[src/rtl/fcr_pkg.sv]
// package: register map, field layout and timing constants of the flash regs
package fcr_pkg;

  // ==========================================================
  // register offsets (byte addresses)
  localparam logic [7:0] FCR_OFS_MODE    = 8'h60; // flash_mode
  localparam logic [7:0] FCR_OFS_COMMAND = 8'h64; // flash_command
  localparam logic [7:0] FCR_OFS_STATUS  = 8'h68; // flash_status
  localparam logic [7:0] FCR_OFS_RSVD    = 8'h6c; // reserved_slot

  // ==========================================================
  // flash_mode field positions
  localparam int FCR_MODE_RDY_IE  = 0;  // ready interrupt enable
  localparam int FCR_MODE_LCK_IE  = 2;  // lock error interrupt enable
  localparam int FCR_MODE_PRG_IE  = 3;  // program error interrupt enable
  localparam int FCR_MODE_SKIP_ER = 7;  // skip_erase_bit
  localparam int FCR_MODE_WS_LO   = 8;  // wait_state_count lsb
  localparam int FCR_MODE_US_LO   = 16; // microsecond_cycle_count lsb
  localparam logic [31:0] FCR_MODE_RESET = 32'h0000_0000;
  localparam logic [31:0] FCR_MODE_MASK  = 32'h00ff_038d; // writable bits

  // ==========================================================
  // flash_command field positions and key
  localparam int FCR_CMD_PAGE_LO = 8;  // page_number lsb
  localparam int FCR_CMD_KEY_LO  = 24; // key byte lsb
  localparam logic [7:0] FCR_KEY_VALUE = 8'h5a;

  // ==========================================================
  // flash_status field positions
  localparam int FCR_ST_READY   = 0;
  localparam int FCR_ST_LCK_ERR = 2;
  localparam int FCR_ST_PRG_ERR = 3;
  localparam int FCR_ST_SECURE  = 4;
  localparam int FCR_ST_NVM_LO  = 8;
  localparam int FCR_ST_LOCK_LO = 16;

  // ==========================================================
  // array geometry: 512 pages, 16 lock regions of 32 pages
  localparam int FCR_PAGE_W   = 10; // page_number field width
  localparam int FCR_REGION_W = 4;
  localparam int FCR_REG_SH   = 5;  // page to region shift
  localparam int FCR_NVM_N    = 2;
  localparam int FCR_REGION_N = 16;
  localparam logic [15:0] FCR_LOCK_RESET = 16'h0000;

  // ==========================================================
  // command codes
  typedef enum logic [3:0] {
    FCR_OP_NOP    = 4'h0,
    FCR_OP_WRITE  = 4'h1,
    FCR_OP_LOCK   = 4'h2,
    FCR_OP_WR_LCK = 4'h3,
    FCR_OP_UNLOCK = 4'h4,
    FCR_OP_ERASE  = 4'h8,
    FCR_OP_NVM_ON = 4'hb,
    FCR_OP_NVM_OF = 4'hd,
    FCR_OP_SECURE = 4'hf
  } fcr_op_t;

  // ==========================================================
  // timing in microseconds, scaled by microsecond_cycle_count
  localparam logic [15:0] FCR_T_ERASE_US = 16'd2000;  // page erase
  localparam logic [15:0] FCR_T_PROG_US  = 16'd2000;  // page program
  localparam logic [15:0] FCR_T_BIT_US   = 16'd100;   // lock / nvm bit
  localparam logic [15:0] FCR_T_ALL_US   = 16'd10000; // erase all
  localparam logic [15:0] FCR_T_ONE_US   = 16'd1;

  // register bus request
  typedef struct packed {
    logic [7:0]  addr;
    logic [31:0] wdata;
    logic        wr;
    logic        rd;
  } fcr_bus_t;

  // array operation request shown to the flash macro
  typedef struct packed {
    logic       erase;  // page erase phase
    logic       prog;   // page program phase
    logic       all;    // whole array erase
    logic [9:0] page;
  } fcr_array_t;

endpackage

[src/rtl/fcr_flash_regs.sv]
// module: flash controller mode, command and status registers
// ==========================================================
// Operation
// - ready raises interrupt when its enable set
// - lock and program errors each gated separately
// - page write erases first unless skip bit
// - wait states give read 1-4, write 2-4
// - microsecond count sets operation timing
// - command ignored unless key byte matches
// - command zero is silent no operation
// - write page programs named page
// - set lock locks region of page
// - write page then lock its region
// - clear lock unlocks region of page
// - erase all cancelled when any region locked
// - set or clear indexed user nvm bit
// - set security bit, page number ignored
// - reserved codes flag program error only
// - any page in region selects region
// - ready low while busy, high when idle
// - lock error set on locked write, read clears
// - program error on bad key or code
// - status shows security and user nvm bits
// - status top half shows region locks
// - valid command starts at once, drops ready
// - refused erase all flags lock error
//
// The implementer's own choice: the strobed register port.
`timescale 1ns/1ps
module fcr_flash_regs
  import fcr_pkg::*;
(
  input  wire logic              core_clk,
  input  wire logic              rst_n,
  input  wire logic              clk_en,
  input  wire fcr_pkg::fcr_bus_t bus,
  output logic [31:0]            rdata,
  output logic                   irq,
  output fcr_pkg::fcr_array_t    array_op,
  output logic [2:0]             read_cycles,
  output logic [2:0]             write_cycles
);
  import fcr_pkg::*;

  // ==========================================================
  // sequencer states
  // one timed phase per busy state; the timer sets its length
  typedef enum logic [2:0] {
    FCR_IDLE,
    FCR_ERASE,
    FCR_PROG,
    FCR_BIT,
    FCR_ALL
  } fcr_state_t;

  // all state of the block
  // one struct keeps the whole register slice in one process,
  // so a freeze by clk_en can never split the state
  typedef struct packed {
    logic [31:0]      mode;     // flash_mode contents
    fcr_state_t       fsm;      // sequencer state
    fcr_op_t          op;       // command in progress
    logic [9:0]       page;     // page_number in progress
    logic             ready;    // ready_flag
    logic             lck_err;  // lock_error_flag
    logic             prg_err;  // program_error_flag
    logic             secure;   // security bit
    logic [1:0]       nvm;      // user_nvm_status
    logic [15:0]      locks;    // region_lock_status
    logic [31:0]      rdata;    // read data, one cycle late
    logic [2:0]       rd_cyc;   // read cycles from wait states
    logic [2:0]       wr_cyc;   // write cycles from wait states
  } fcr_regs_t;

  fcr_regs_t st_ff;  // registered state
  fcr_regs_t nxt_st; // next state

  // timer handshake
  // start is a one-cycle pulse; done pulses when a phase ends
  logic        tmr_start; // launch a timed phase
  logic [15:0] tmr_len;   // phase length in microseconds
  logic        tmr_done;  // phase finished

  // decoded command fields
  // taken straight off the write data, only meaningful with bus.wr
  logic [7:0]       cmd_key;
  fcr_op_t          cmd_op;
  logic [9:0]       cmd_page;
  logic [3:0]       cmd_region;
  logic [3:0]       cur_region;
  logic [31:0]      status_word;

  assign cmd_key    = bus.wdata[FCR_CMD_KEY_LO +: 8];
  assign cmd_op     = fcr_op_t'(bus.wdata[3:0]);
  assign cmd_page   = bus.wdata[FCR_CMD_PAGE_LO +: FCR_PAGE_W];
  // low page bits do not matter for region selection
  assign cmd_region = cmd_page[FCR_REG_SH +: FCR_REGION_W];
  assign cur_region = st_ff.page[FCR_REG_SH +: FCR_REGION_W];

  // ==========================================================
  // status word as software sees it
  // unused bits read zero; the lock error clear lives in the
  // read path below, not here
  always_comb
  begin
    status_word                             = 32'h0000_0000;
    status_word[FCR_ST_READY]               = st_ff.ready;
    status_word[FCR_ST_LCK_ERR]             = st_ff.lck_err;
    status_word[FCR_ST_PRG_ERR]             = st_ff.prg_err;
    status_word[FCR_ST_SECURE]              = st_ff.secure;
    status_word[FCR_ST_NVM_LO +: FCR_NVM_N] = st_ff.nvm;
    status_word[FCR_ST_LOCK_LO +: 16]       = st_ff.locks;
  end

  // ==========================================================
  // next state: bus, command decode and sequencer
  // defaults hold every field, so the branches below only
  // name the fields that change
  always_comb
  begin
    nxt_st    = st_ff;
    tmr_start = 1'b0;
    tmr_len   = FCR_T_ONE_US;

    // wait state table, write saturates at four
    // recomputed every cycle, so a mode write shows one cycle later
    case (st_ff.mode[FCR_MODE_WS_LO +: 2])
      2'd0:
      begin
        nxt_st.rd_cyc = 3'd1;
        nxt_st.wr_cyc = 3'd2;
      end
      2'd1:
      begin
        nxt_st.rd_cyc = 3'd2;
        nxt_st.wr_cyc = 3'd3;
      end
      2'd2:
      begin
        nxt_st.rd_cyc = 3'd3;
        nxt_st.wr_cyc = 3'd4;
      end
      default:
      begin
        nxt_st.rd_cyc = 3'd4;
        nxt_st.wr_cyc = 3'd4;
      end
    endcase

    // read path; reading status clears lock error
    // read data live for one cycle only, then drop back to zero
    nxt_st.rdata = 32'h0000_0000;
    if (bus.rd)
    begin
      if (bus.addr == FCR_OFS_MODE)
        nxt_st.rdata = st_ff.mode;
      else if (bus.addr == FCR_OFS_STATUS)
      begin
        nxt_st.rdata   = status_word;
        nxt_st.lck_err = 1'b0;
      end
      else
        nxt_st.rdata = 32'h0000_0000; // unmapped reads zero
    end

    // mode register write
    // reserved bits are masked off and read back as zero
    if (bus.wr && (bus.addr == FCR_OFS_MODE))
      nxt_st.mode = bus.wdata & FCR_MODE_MASK;

    // sequencer progress; set wins over the read clear above
    case (st_ff.fsm)
      // page erase done: go straight on to programming
      FCR_ERASE:
        if (tmr_done)
        begin
          nxt_st.fsm = FCR_PROG;
          tmr_start  = 1'b1;
          tmr_len    = FCR_T_PROG_US;
        end
      // programming done: the lock variant adds a bit phase
      FCR_PROG:
        if (tmr_done)
        begin
          if (st_ff.op == FCR_OP_WR_LCK)
          begin
            nxt_st.fsm = FCR_BIT; // lock after programming
            tmr_start  = 1'b1;
            tmr_len    = FCR_T_BIT_US;
          end
          else
          begin
            nxt_st.fsm   = FCR_IDLE;
            nxt_st.ready = 1'b1;
          end
        end
      // bit phase done: apply the lock, nvm or security change
      FCR_BIT:
        if (tmr_done)
        begin
          case (st_ff.op)
            FCR_OP_LOCK, FCR_OP_WR_LCK:
              nxt_st.locks[cur_region] = 1'b1;
            FCR_OP_UNLOCK:
              nxt_st.locks[cur_region] = 1'b0;
            // an nvm index out of range runs but changes nothing
            FCR_OP_NVM_ON:
              if (st_ff.page < 10'(FCR_NVM_N))
                nxt_st.nvm[st_ff.page[0]] = 1'b1;
            FCR_OP_NVM_OF:
              if (st_ff.page < 10'(FCR_NVM_N))
                nxt_st.nvm[st_ff.page[0]] = 1'b0;
            FCR_OP_SECURE:
              nxt_st.secure = 1'b1;
            default:
              nxt_st.secure = st_ff.secure;
          endcase
          nxt_st.fsm   = FCR_IDLE;
          nxt_st.ready = 1'b1;
        end
      // whole array erase done
      FCR_ALL:
        if (tmr_done)
        begin
          nxt_st.fsm   = FCR_IDLE;
          nxt_st.ready = 1'b1;
        end
      // idle and unused encodings settle back to idle
      default:
        nxt_st.fsm = FCR_IDLE;
    endcase

    // command write, taken only while idle
    // writes while busy are dropped without a flag, so software
    // must poll ready before the next command
    if (bus.wr && (bus.addr == FCR_OFS_COMMAND) &&
        (st_ff.fsm == FCR_IDLE))
    begin
      if (cmd_key != FCR_KEY_VALUE)
        nxt_st.prg_err = 1'b1; // wrong key: nothing starts
      else
      begin
        nxt_st.op   = cmd_op;
        nxt_st.page = cmd_page;
        case (cmd_op)
          // zero code: accepted, nothing starts
          FCR_OP_NOP:
            nxt_st.op = FCR_OP_NOP; // no flag
          // a locked target region refuses the write
          FCR_OP_WRITE, FCR_OP_WR_LCK:
            if (st_ff.locks[cmd_region])
              nxt_st.lck_err = 1'b1;
            else
            begin
              nxt_st.ready = 1'b0;
              tmr_start    = 1'b1;
              if (st_ff.mode[FCR_MODE_SKIP_ER])
              begin
                nxt_st.fsm = FCR_PROG;
                tmr_len    = FCR_T_PROG_US;
              end
              else
              begin
                nxt_st.fsm = FCR_ERASE;
                tmr_len    = FCR_T_ERASE_US;
              end
            end
          // short single bit operations share one phase
          FCR_OP_LOCK, FCR_OP_UNLOCK, FCR_OP_NVM_ON,
          FCR_OP_NVM_OF, FCR_OP_SECURE:
          begin
            nxt_st.fsm   = FCR_BIT;
            nxt_st.ready = 1'b0;
            tmr_start    = 1'b1;
            tmr_len      = FCR_T_BIT_US;
          end
          // any locked region cancels the whole erase
          FCR_OP_ERASE:
            if (st_ff.locks != FCR_LOCK_RESET)
              nxt_st.lck_err = 1'b1; // refused, nothing erased
            else
            begin
              nxt_st.fsm   = FCR_ALL;
              nxt_st.ready = 1'b0;
              tmr_start    = 1'b1;
              tmr_len      = FCR_T_ALL_US;
            end
          // codes outside the table are reserved
          default:
            nxt_st.prg_err = 1'b1; // reserved code
        endcase
      end
    end
  end

  // ==========================================================
  // register all state; security, nvm and locks model the nvm
  // cells and start cleared since no array is attached here
  // a freeze keeps every field, the timer included
  always_ff @(posedge core_clk)
  begin
    if (!rst_n)
    begin
      st_ff       <= '0;
      st_ff.mode  <= FCR_MODE_RESET;
      st_ff.fsm   <= FCR_IDLE;
      st_ff.op    <= FCR_OP_NOP;
      st_ff.ready <= 1'b1;
      st_ff.locks <= FCR_LOCK_RESET;
    end
    else if (clk_en)
      st_ff <= nxt_st;
  end

  // ==========================================================
  // operation timer, paced by the microsecond count
  // it shares clk_en, so phases stretch while the block is frozen
  fcr_us_timer u_timer
  (
    .core_clk      (core_clk),
    .rst_n         (rst_n),
    .clk_en        (clk_en),
    .cycles_per_us (st_ff.mode[FCR_MODE_US_LO +: 8]),
    .start         (tmr_start),
    .length_us     (tmr_len),
    .done          (tmr_done)
  );

  // ==========================================================
  // outputs
  // phase flags decode the registered state, so they cannot glitch
  assign rdata        = st_ff.rdata;
  assign read_cycles  = st_ff.rd_cyc;
  assign write_cycles = st_ff.wr_cyc;
  assign array_op.erase = (st_ff.fsm == FCR_ERASE);
  assign array_op.prog  = (st_ff.fsm == FCR_PROG);
  assign array_op.all   = (st_ff.fsm == FCR_ALL);
  assign array_op.page  = st_ff.page;

  // interrupt: or of each flag with its own enable
  // level output; falls only when the flag or its enable falls
  assign irq = (st_ff.ready   & st_ff.mode[FCR_MODE_RDY_IE]) |
               (st_ff.lck_err & st_ff.mode[FCR_MODE_LCK_IE]) |
               (st_ff.prg_err & st_ff.mode[FCR_MODE_PRG_IE]);

endmodule

[src/rtl/fcr_us_timer.sv]
// module: microsecond tick divider and operation length counter
`timescale 1ns/1ps
module fcr_us_timer
  import fcr_pkg::*;
(
  input  wire logic        core_clk,
  input  wire logic        rst_n,
  input  wire logic        clk_en,
  input  wire logic [7:0]  cycles_per_us,
  input  wire logic        start,
  input  wire logic [15:0] length_us,
  output logic             done
);

  // ==========================================================
  // state of the timer
  typedef struct packed {
    logic [7:0]  div;  // cycles inside current microsecond
    logic [15:0] left; // microseconds still to run
    logic        run;
    logic        done;
  } fcr_tmr_t;

  fcr_tmr_t st_ff;  // registered state
  fcr_tmr_t nxt_st; // next state

  // ==========================================================
  // count cycles; a zero count means one cycle per microsecond,
  // which matches a clock slower than one microsecond per cycle
  always_comb
  begin
    nxt_st      = st_ff;
    nxt_st.done = 1'b0;
    if (start)
    begin
      nxt_st.run  = 1'b1;
      nxt_st.div  = 8'h00;
      nxt_st.left = (length_us == 16'h0000) ? FCR_T_ONE_US : length_us;
    end
    else if (st_ff.run)
    begin
      if ((st_ff.div + 8'h01) >= cycles_per_us)
      begin
        nxt_st.div = 8'h00; // one microsecond elapsed
        if (st_ff.left == FCR_T_ONE_US)
        begin
          nxt_st.run  = 1'b0;
          nxt_st.done = 1'b1;
        end
        else
          nxt_st.left = st_ff.left - FCR_T_ONE_US;
      end
      else
        nxt_st.div = st_ff.div + 8'h01;
    end
  end

  // register the state
  always_ff @(posedge core_clk)
  begin
    if (!rst_n)
      st_ff <= '0;
    else if (clk_en)
      st_ff <= nxt_st;
  end

  assign done = st_ff.done;

endmodule

[config.mk]
export PLATFORM = sky130hd
export DESIGN_NAME = fcr_flash_regs
export DESIGN_NICKNAME = d
export VERILOG_FILES = /design/src/rtl/fcr_pkg.sv /design/src/rtl/fcr_flash_regs.sv /design/src/rtl/fcr_us_timer.sv
export SDC_FILE = /design/constraint.sdc
export NUM_CORES = 1
export LEC_CHECK = 0
export BUFFER_PORTS_ARGS = -buffer_cell sky130_fd_sc_hd__buf_4
export CELL_PAD_IN_SITES_DETAIL_PLACEMENT = 2
export CELL_PAD_IN_SITES_GLOBAL_PLACEMENT = 2
export CORE_MARGIN = 4
export CORE_UTILIZATION = 37
export DETAILED_ROUTE_END_ITERATION = 8
export GPL_TIMING_DRIVEN = 0
export PLACE_DENSITY_LB_ADDON = 0.1
export SKIP_CTS_REPAIR_TIMING = 1
export SYNTH_ARGS = -nofsm -noshare
export SYNTH_HDL_FRONTEND = slang
export SYNTH_SLANG_ARGS = --single-unit
[constraint.sdc]
create_clock -name core_clk -period 7.87 [get_ports core_clk]
set_clock_uncertainty 0.1 [all_clocks]
set_input_delay 0 -clock core_clk [delete_from_list [all_inputs] [get_ports core_clk]]
set_output_delay 0 -clock core_clk [all_outputs]
set_load 0.01 [all_outputs]
Word-level counts from Yosys, hierarchy flattened
Cells that the tools add are included.
{"block": "totals", "ff_bits": 117, "input_bits": 45, "out_inout_bits": 52, "elab_cells": 161}
{"block": "op_classes", "addsub": 2, "magnitude_cmp": 7, "n_eq_ne": 29, "muxes": 67, "bitwise_logic": 12, "reduce_logical": 27}
{"operator": "$mux W16", "n": 6}
{"operator": "$mux W32", "n": 3}
{"operator": "$pmux W16 S3", "n": 1}
{"operator": "$pmux W16 S2", "n": 1}
{"operator": "$eq A4 B4 Y1 const B", "n": 7}
{"operator": "$mux W26", "n": 1}
{"operator": "$mux W25", "n": 1}
{"operator": "$eq A8 B7 Y1 const B", "n": 3}
{"operator": "$mux W1", "n": 23}
{"operator": "$pmux W11 S2", "n": 1}
{"operator": "$mux W20", "n": 1}
{"operator": "$mux W19", "n": 1}
{"operator": "$mux W18", "n": 1}
{"operator": "$pmux W3 S3", "n": 2}
{"operator": "$pmux W6 S3", "n": 1}
{"operator": "$and A16 B16 Y16", "n": 1}
{"operator": "$eq A16 B1 Y1 const B", "n": 1}
{"operator": "$eq A4 B2 Y1 const B", "n": 4}
{"operator": "$logic_not A16 Y1", "n": 1}
{"operator": "$not A16 Y16", "n": 1}
{"operator": "$or A16 B16 Y16", "n": 1}
{"operator": "$reduce_bool A16 Y1", "n": 1}
{"operator": "$sub A16 B1 Y16 const B", "n": 1}
{"operator": "$mux W3", "n": 5}
{"operator": "46 further kinds", "n": 75}

Logic depth before layout (Yosys ltp)
Gate-level depths: netlist of the first run.
{"block": "logic_depth", "depth_word": 11, "depth_mapped": 13, "mapped_depth_nobuf": 12}

Modules after synthesis
A second synthesis of the first run with hierarchy kept.
{"block": "hier_totals", "cells_unflattened": 732, "area_unflattened_um2": 6194.7}
{"mod": "fcr_flash_regs", "instances": 1, "cells_per_inst": 516, "area_each_um2": 4383.0, "seq_area_each_um2": 1641.6}
{"mod": "fcr_us_timer", "instances": 1, "cells_per_inst": 216, "area_each_um2": 1811.7, "seq_area_each_um2": 520.5}

Least setup slack after synthesis of the first run
Ideal clock, no wire load.
{"block": "synth_path", "path_type": "register -> register", "start": "register u_timer.st_ff[18] (netlist bit)", "end": "register u_timer.st_ff[5] (netlist bit)", "setup_time_ps": 125, "arrival_time_ps": 2554, "t_required_ps": 7645, "path_slack_ps": 5091, "stages_incl_launch_ff": 12, "path_buffers": 0, "synth_period_minus_slack_ps": 2779, "path_cell_list": "dfxtp_1 ha_1 nand3_1 nor2_1 xor2_1 ha_1 nand4_1 o31ai_1 o21ai_4 or4_1 a21oi_1 o22ai_1"}
{"block": "synth_via", "elab_chain_len": 4}
{"item": "start, declared", "line": "fcr_us_timer.sv:24", "source": "fcr_tmr_t st_ff;"}
{"item": "start signal, assigned", "line": "fcr_us_timer.sv:64", "source": "st_ff <= nxt_st;"}
{"item": "$add A8 B1 Y8", "line": "fcr_us_timer.sv:42", "source": "if ((st_ff.div + 8'h01) >= cycles_per_us)"}
{"item": "$ge A8 B8 Y1", "line": "fcr_us_timer.sv:42"}
{"item": "$reduce_bool A2 Y1 (no source line)"}
{"item": "$reduce_and A4 Y1 (no source line)"}
No other way between the ends.
A chain may end at the register's enable or synchronous reset.

Worst setup path after layout of the first run
{"block": "layout_path", "start": "register u_timer.st_ff[18] (netlist bit)", "end": "register u_timer.st_ff[14] (netlist bit)"}
The elaborated chain is that of the path after synthesis.

==> key figures, run 1 <==
Routing
  – Vias: about 5900
  – Drc violations: 0
  – First-pass DRT Iterations: 5
  – Final ANT Viol Nets: 0
  – DR WL/cell: between 20 and 25 um
  – Routed WL: between 20 and 25 mm
  – Drt initial violations: 328
  – Vias per inst: 5.602

Outcome
  – Status: complete, but fails checks
  – Failing checks: negative hold slack

Global route
  – Initial antenna violation count: 0
  – GRT Overall Usage: 0.2489
  – Largest net degree at the start of global routing: 18
  – Via count of the first global-routing pass: between 6000 and 7000
  – First-pass GRT wire length: 35.84 mm
  – Grt ovf: 0

Min path
  – Type of the worst min-delay path: in -> reg

Clock network
  – CTS tree: done
  – Total CTS buffers: 9
  – H-tree levels: 3
  – CTS Sinks: 108
  – Clock buffer depth: 2
  – Clock latency on the worst-skew pair: 0.36 ns
  – Register clock-pin slew on the reported worst setup and hold paths: 0.08 ns
  – Clock Root Buffer: clkbuf_16

Die
  – Std-Cell Rows: between 40 and 50
  – DIE AREA: 18740 sq um
  – Die Width: 136.9 um
  – Core Area: 16060 sq um
  – IO Pins: 97
  – Die height: about 140 um
  – Initial core utilization: 0.3829

Final layout
  – Leading cell type in the layout, fill and taps excluded: buf_4
  – Final net count: between 800 and 900
  – Finished Core Util: 0.4677
  – Final instance area: 7510 sq um
  – Post-route insts no fill: 1054
  – P&R area growth vs syn: 22.14%
  – Highest-count cells in the layout ignoring fill and taps: buf_4 (127), dfxtp_1 (108), nand2_1 (87), nor2b_1 (41), nor2_1 (36)
  – Ant. Diodes: 0
  – Layout cell share with drive strength beyond 1: 0.2088

Run
  – Max cap viols: 0

Placement
  – Post-DP HPWL: 17.54 mm
  – Placed inst area: slightly above 7000 sq um
  – Placed cells: roughly 1000
  – Placement Setup Slack: around 4.5 ns
  – IO Port Bufs: 79
  – RePlAce Congestion: roughly 0.9

Critical path
  – Crit path max fanout: 6
  – Critical path, cell by cell: ha_1, nand3_1, nor2_1, xor2_1, ha_1, nand4_1, o31ai_1, o21a_1, nand4_1, nor4_1, o21a_1
  – Peak per-stage delay on the critical path: roughly 0.7 ns
  – Worst EP required: 8.07 ns
  – CP Launch Type: flip-flop
  – Critical Path AT: 3.69 ns
  – CP Capture Type: flip-flop
  – CP max-delay cell: o31ai_1
  – WS Path Type: reg -> reg

Logic synthesis
  – Synth Register Bits: 108
  – Synth Flop Type: dfxtp_1
  – Register area share after synthesis: 0.3516
  – Syn. warnings: 0
  – Cell variety after synth: 77
  – Post-Synthesis Cells: 716
  – Syn Area/Cell: 8.587 sq um
  – Post-synth ARST share: 0
  – Post-Syn Area: approximately 6100 sq um
  – Number of synthesized flops with an enable pin: 0

Timing
  – Final Cycle Share: 0.4437
  – TNS Setup: 0 ns
  – Final min period: 3.492 ns
  – RSZ-0062 raised after global routing: no
  – Slew headroom: 0.4375
  – Final hold viol count: 1
  – Slew Viols, Final: 0
  – F_max: 0.2864 GHz
  – Worst-margin pin slew: 0.8438 ns
  – Final setup viols: 0
  – Worst setup margin: 4.378 ns
  – WHS: -0.008813 ns

Power
  – Maximum VDD drop: 0.0001132 V
  – Cell Pwr Density: ~150 nW/um^2
  – Leak: 3.114 nW
==> metrics by stage <==
step                hold WS (ns)  total power [mW]
finish                 -0.008813             1.095
CTS                      -0.1944             1.089
global placement          0.1761            0.6458
detailed placement        0.1823            0.6481
floorplan                0.04492            0.6076
global route             0.01294             1.129
==> final timing paths <==
path | slack, ns | end | from | depth (start not counted)
min reg2reg | 0.37 | u_timer.st_ff[25] | u_timer.st_ff[25] | 2
min | -0.009 | rdata[8] | bus[37] | 4
max | 4.38 | u_timer.st_ff[14] | u_timer.st_ff[18] | 11
max reg2reg | 4.38 | u_timer.st_ff[14] | u_timer.st_ff[18] | 11
==> metal layers <==
layer,share of wire,vias up,wire [um],global-route usage
met5,0,-,0,0
met4,0.017,0,404,0.07206
met1,0.43,2995,10340,0.3156
met3,0.037,28,900,0.03015
met2,0.52,147,12450,0.4433
li1,-,2735,-,-
==> report_power, final <==
| group | leakage (nW) | internal [mW] | switching [mW] |
|---|---|---|---|
| Clock | 0.135 | 0.224 | 0.226 |
| Sequential | 0.871 | 0.548 | 0.00258 |
| Combinational | 2.11 | 0.0434 | 0.0520 |
| Total | 3.11 | 0.815 | 0.280 |
==> worst max-delay path: cells and delay by family (launching register included) <==
family                     cells  cell delay (ns)
xor gates and xnor gates       1             0.25
AOI/OAI and AO/OA              3             1.14
adders and majority gates      2             0.43
and+or+nand+nor                5             1.06
DFF                            1             0.43
==> cell type report <==
cell class | count | area (sq um)
clock buffer | 10 | 239.0
clock inverter | 6 | 38.79
buffer | 87 | 580.6
inverter | 24 | 90.09
multi-input combinational | 505 | 3346
fill | 1772 | 8548
tap | 216 | 270.3
sequential | 108 | 2162
timing repair buffer | 98 | 783.3
==> Yosys cell counts, types with 3 or more instances <==
library cell / number / area [sq um]
inv_1: 24 / 90.09
or4_1: 4 / 30.03
nor2b_1: 41 / 256.5
o21ai_0: 18 / 90.09
dfxtp_1: 108 / 2162
nand4_1: 9 / 56.30
nor3b_1: 4 / 30.03
o221ai_1: 7 / 61.31
nand3_1: 14 / 70.07
and2_1: 7 / 43.79
clkbuf_1: 27 / 101.4
a31oi_1: 7 / 43.79
nand2_1: 87 / 326.6
xnor2_1: 4 / 35.03
or2_2: 5 / 31.28
and3_1: 6 / 37.54
nor4_1: 12 / 75.07
a211oi_1: 4 / 30.03
nand2b_1: 15 / 93.84
or3_1: 5 / 31.28
o221a_2: 3 / 33.78
mux2i_1: 26 / 260.3
nand3b_1: 3 / 22.52
o21a_1: 6 / 45.04
nor3_1: 14 / 70.07
o211a_1: 3 / 30.03
ha_1: 16 / 200.2
a22oi_1: 10 / 75.07
o2bb2ai_1: 5 / 43.79
o311a_1: 9 / 90.09
buf_6: 5 / 56.30
buf_4: 48 / 360.4
a21o_1: 6 / 45.04
o311ai_0: 3 / 26.28
o21bai_1: 10 / 75.07
a21boi_0: 31 / 232.7
a222oi_1: 4 / 40.04
nor2_1: 36 / 135.1
o22ai_1: 4 / 25.02
a21oi_1: 18 / 90.09
==> cell families (layout without fill, tap and decap cells) <==
| kind of cell | count (synthesis) | count (layout) | share of synthesized area |
|---|---|---|---|
| mux | 30 | 30 | 0.05637 |
| xor+xnor | 6 | 6 | 0.008547 |
| buf+inv | 111 | 225 | 0.1091 |
| simple gates | 277 | 277 | 0.2346 |
| flops | 108 | 108 | 0.3516 |
| fa+ha+maj | 16 | 16 | 0.03256 |
| other cells | 1 | 9 | 0.0006099 |
| compound gates | 167 | 167 | 0.2066 |
Power figures use the tool's default switching activity.
==> run 2, diff against run 1 <==
--- a/config.mk
+++ b/config.mk
@@ -9,7 +9,7 @@
 export CELL_PAD_IN_SITES_DETAIL_PLACEMENT = 2
 export CELL_PAD_IN_SITES_GLOBAL_PLACEMENT = 2
 export CORE_MARGIN = 4
-export CORE_UTILIZATION = 37
+export CORE_UTILIZATION = 34
 export DETAILED_ROUTE_END_ITERATION = 8
 export GPL_TIMING_DRIVEN = 0
 export PLACE_DENSITY_LB_ADDON = 0.1
==> constraint.sdc (replaced) <==
create_clock -name core_clk -period 3.3 [get_ports core_clk]
set_clock_uncertainty 0.1 [all_clocks]
set_input_delay 0 -clock core_clk [delete_from_list [all_inputs] [get_ports core_clk]]
set_output_delay 0 -clock core_clk [all_outputs]
set_load 0.01 [all_outputs]
==> run 2 against run 1 <==
The run still ends with negative hold slack left. Largest power group unchanged. Non-clock buffer count is 5 higher. Clock power rose to 2.5 times the previous value. Combinational power rose by 130%. Highest routed layer unchanged. Power is 140% higher. Wire length shrank 6.1%. Die area up 8.3%. Largest cell class unchanged.
==> key figures, run 2 (same netlist as run 1, synthesis figures left out) <==
Timing
  – Final setup viols: 0 (unchanged)
  – WHS: -0.01111 ns (-0.002297 ns)
  – Final min period: 3.097 ns (-0.3947 ns)
  – Worst-margin pin slew: 0.7942 ns (-0.04959 ns)
  – Final Cycle Share: 0.9386 (+0.4949)
  – Slew Viols, Final: 0 (unchanged)
  – TNS Setup: 0 ns (unchanged)
  – Slew headroom: 0.4705 (+0.03306)
  – Final hold viol count: 1 (unchanged)
  – F_max: 0.3228 GHz (+13%)

Critical path
  – Peak per-stage delay on the critical path: 0.43 ns (-0.26 ns)
  – Critical path's top delay family: compound AO/OA/AOI/OAI gates
  – Critical Path AT: 3.25 ns (-0.44 ns)
  – FF-to-FF path depth: 13 (+2)
  – CP Launch Type: flip-flop
  – CP Capture Type: flip-flop
  – Crit path max fanout: 10 (+4)
  – Buffer and inverter count on the worst path: 1 (+1)
  – WS Path Type: reg -> reg
  – Flop2flop setup slack: 0.20 ns (-4.18 ns)
  – Worst R2R Start: u_timer.st_ff[22]
  – Worst EP required: 3.45 ns (-4.62 ns)
  – CP max-delay cell: dfxtp_1
  – FF-to-FF End: u_timer.st_ff[8]
  – Critical path, cell by cell: and3_1, nand3_1, or2_2, nand2_1, ha_1, o21a_1, a21oi_2, o31ai_4, o21ai_4, a31oi_4, buf_6, a21oi_1, and3b_1

Routing
  – Vias per inst: 5.414 (-3.4%)
  – Vias: 5782 (-2.1%)
  – Drc violations: 0 (unchanged)
  – Final ANT Viol Nets: 0 (unchanged)
  – DR WL/cell: 21.18 um (-7.3%)
  – First-pass DRT Iterations: 7 (+2)
  – Routed WL: 22.62 mm (-6.1%)
  – Drt initial violations: 275 (-16%)

Final layout
  – Finished Core Util: 0.4340 (-0.03366)
  – Ant. Diodes: 0 (unchanged)
  – Final net count: 899 (+0.56%)
  – Multi-input logic area: 3376 sq um (+0.90%)
  – Highest-count cells in the layout ignoring fill and taps: buf_4 (132), dfxtp_1 (107), nand2_1 (87), nor2b_1 (41), nor2_1 (35)
  – Register area: 2163 sq um (about the same)
  – Post-route insts no fill: 1068 (+1.3%)
  – Layout cell share with drive strength beyond 1: 0.2206 (+0.01181)
  – Leading cell type in the layout, fill and taps excluded: buf_4
  – P&R area growth vs syn: 23.79%
  – FILL cells: 1965 (+11%)

Global route
  – First-pass GRT wire length: 34.88 mm (-2.7%)
  – Largest net degree at the start of global routing: 19 (+1)
  – Initial antenna violation count: 0 (unchanged)
  – Via count of the first global-routing pass: 6232 (-2.4%)
  – GRT Overall Usage: 0.2212 (-0.02771)
  – Grt ovf: 0 (unchanged)

Min path
  – Hold EP: rdata[19]
  – Min-delay src: bus[37]
  – Type of the worst min-delay path: in -> reg
  – Worst Hold Depth: 4 (unchanged)

Clock network
  – Clock Root Buffer: clkbuf_16
  – CTS Sinks: 108 (unchanged)
  – H-tree levels: 3 (unchanged)
  – Total CTS buffers: 9 (unchanged)
  – Clock buffer depth: 2 (unchanged)
  – Register clock-pin slew on the reported worst setup and hold paths: 0.08 ns (about the same)
  – Clock latency on the worst-skew pair: 0.36 ns (about the same)
  – CTS tree: done

Power
  – Maximum VDD drop: 0.0003111 V (+170%)
  – Tot Pwr: 2.663 mW (+140%)
  – Leak: 3.161 nW (+1.5%)
  – Cell Pwr Density: 349.9 nW/um^2 (+140%)

Die
  – Core Area: 17540 sq um (+9.2%)
  – Std-Cell Rows: 48 (+4.3%)
  – DIE AREA: 20300 sq um (+8.3%)
  – IO Pins: 97 (unchanged)
  – Initial core utilization: 0.3506 (-0.03229)
  – Die Width: 142.5 um (+4.1%)
  – Die height: 142.5 um (+4.1%)

Run
  – Max cap viols: 0 (unchanged)

Outcome
  – Failing checks: negative hold slack
  – Status: complete, but fails checks

Placement
  – Post-DP HPWL: 17.28 mm (-1.5%)
  – RePlAce Congestion: 0.8582 (-6.3%)
  – Placed cells: 1028 (+0.88%)
  – IO Port Bufs: 79 (unchanged)
==> run 2: cell types whose count changed in the layout (fill, tap and decap cells not counted), sizes merged <==
cell / delta
bufinv: +1
clkbuf: -1
clkinvlp: -1
inv: +1
buf: +5
==> run 2: area by class of cell <==
cell class / instances / share of cell area
clock buffers: 9 / 0.02959
repair buffers: 103 / 0.1078
flip-flops and latches: 108 / 0.2842
clock inverters: 7 / 0.009699
inverters: 24 / 0.01184
plain buffers: 87 / 0.07628
well taps: 225 / 0.03699
multi-input cells: 505 / 0.4435
==> run 2: worst max-delay path by stage <==
| stage | start | to | slack, ns | cells past startpoint |
|---|---|---|---|---|
| after floorplan | u_timer.st_ff[18] | u_timer.st_ff[5] | 0.52 | 11 |
| after global placement | u_timer.st_ff[18] | u_timer.st_ff[14] | 0.08 | 11 |
| after detailed placement | u_timer.st_ff[18] | u_timer.st_ff[14] | -0.08 | 11 |
| after CTS | u_timer.st_ff[18] | u_timer.st_ff[14] | -0.11 | 11 |
| after global routing | u_timer.st_ff[19] | u_timer.st_ff[8] | -0.04 | 13 |
| final | u_timer.st_ff[22] | u_timer.st_ff[8] | 0.20 | 13 |
==> run 2: layer usage <==
layer / global-route usage / routed length (um) / vias to the layer above
met5: 0 / 0 / -
met4: 0.05403 / 254 / 0
met3: 0.03663 / 897 / 14
met2: 0.3947 / 11700 / 111
met1: 0.2777 / 9769 / 2925
li1: - / - / 2732
==> run 2: worst register-to-register path: stages (launching register included) <==
cell and delay (ns):
dfxtp_1 0.43, and3_1 0.20, nand3_1 0.13, or2_2 0.32
nand2_1 0.08, ha_1 0.24, o21a_1 0.20, a21oi_2 0.21
o31ai_4 0.15, o21ai_4 0.30, a31oi_4 0.15, buf_6 0.18
a21oi_1 0.14, and3b_1 0.19
==> run 2: report_power, final <==
group / leakage [nW] / switching [mW] / internal (mW)
logic: 2.14 / 0.118 / 0.103
registers: 0.871 / 0.00572 / 1.31
clock network: 0.146 / 0.536 / 0.594
total: 3.16 / 0.659 / 2.00
==> run 2: stage by stage <==
stage               cell area (sq um)  hold WS [ns]  setup slack [ns]
floorplan                        6178       0.04492            0.5210
global placement                 7053        0.1691           0.08451
detailed placement               7053        0.1821          -0.07910
CTS                              7352       -0.2050           -0.1139
global route                     7611       0.01444          -0.03561
finish                           7611      -0.01111            0.2025
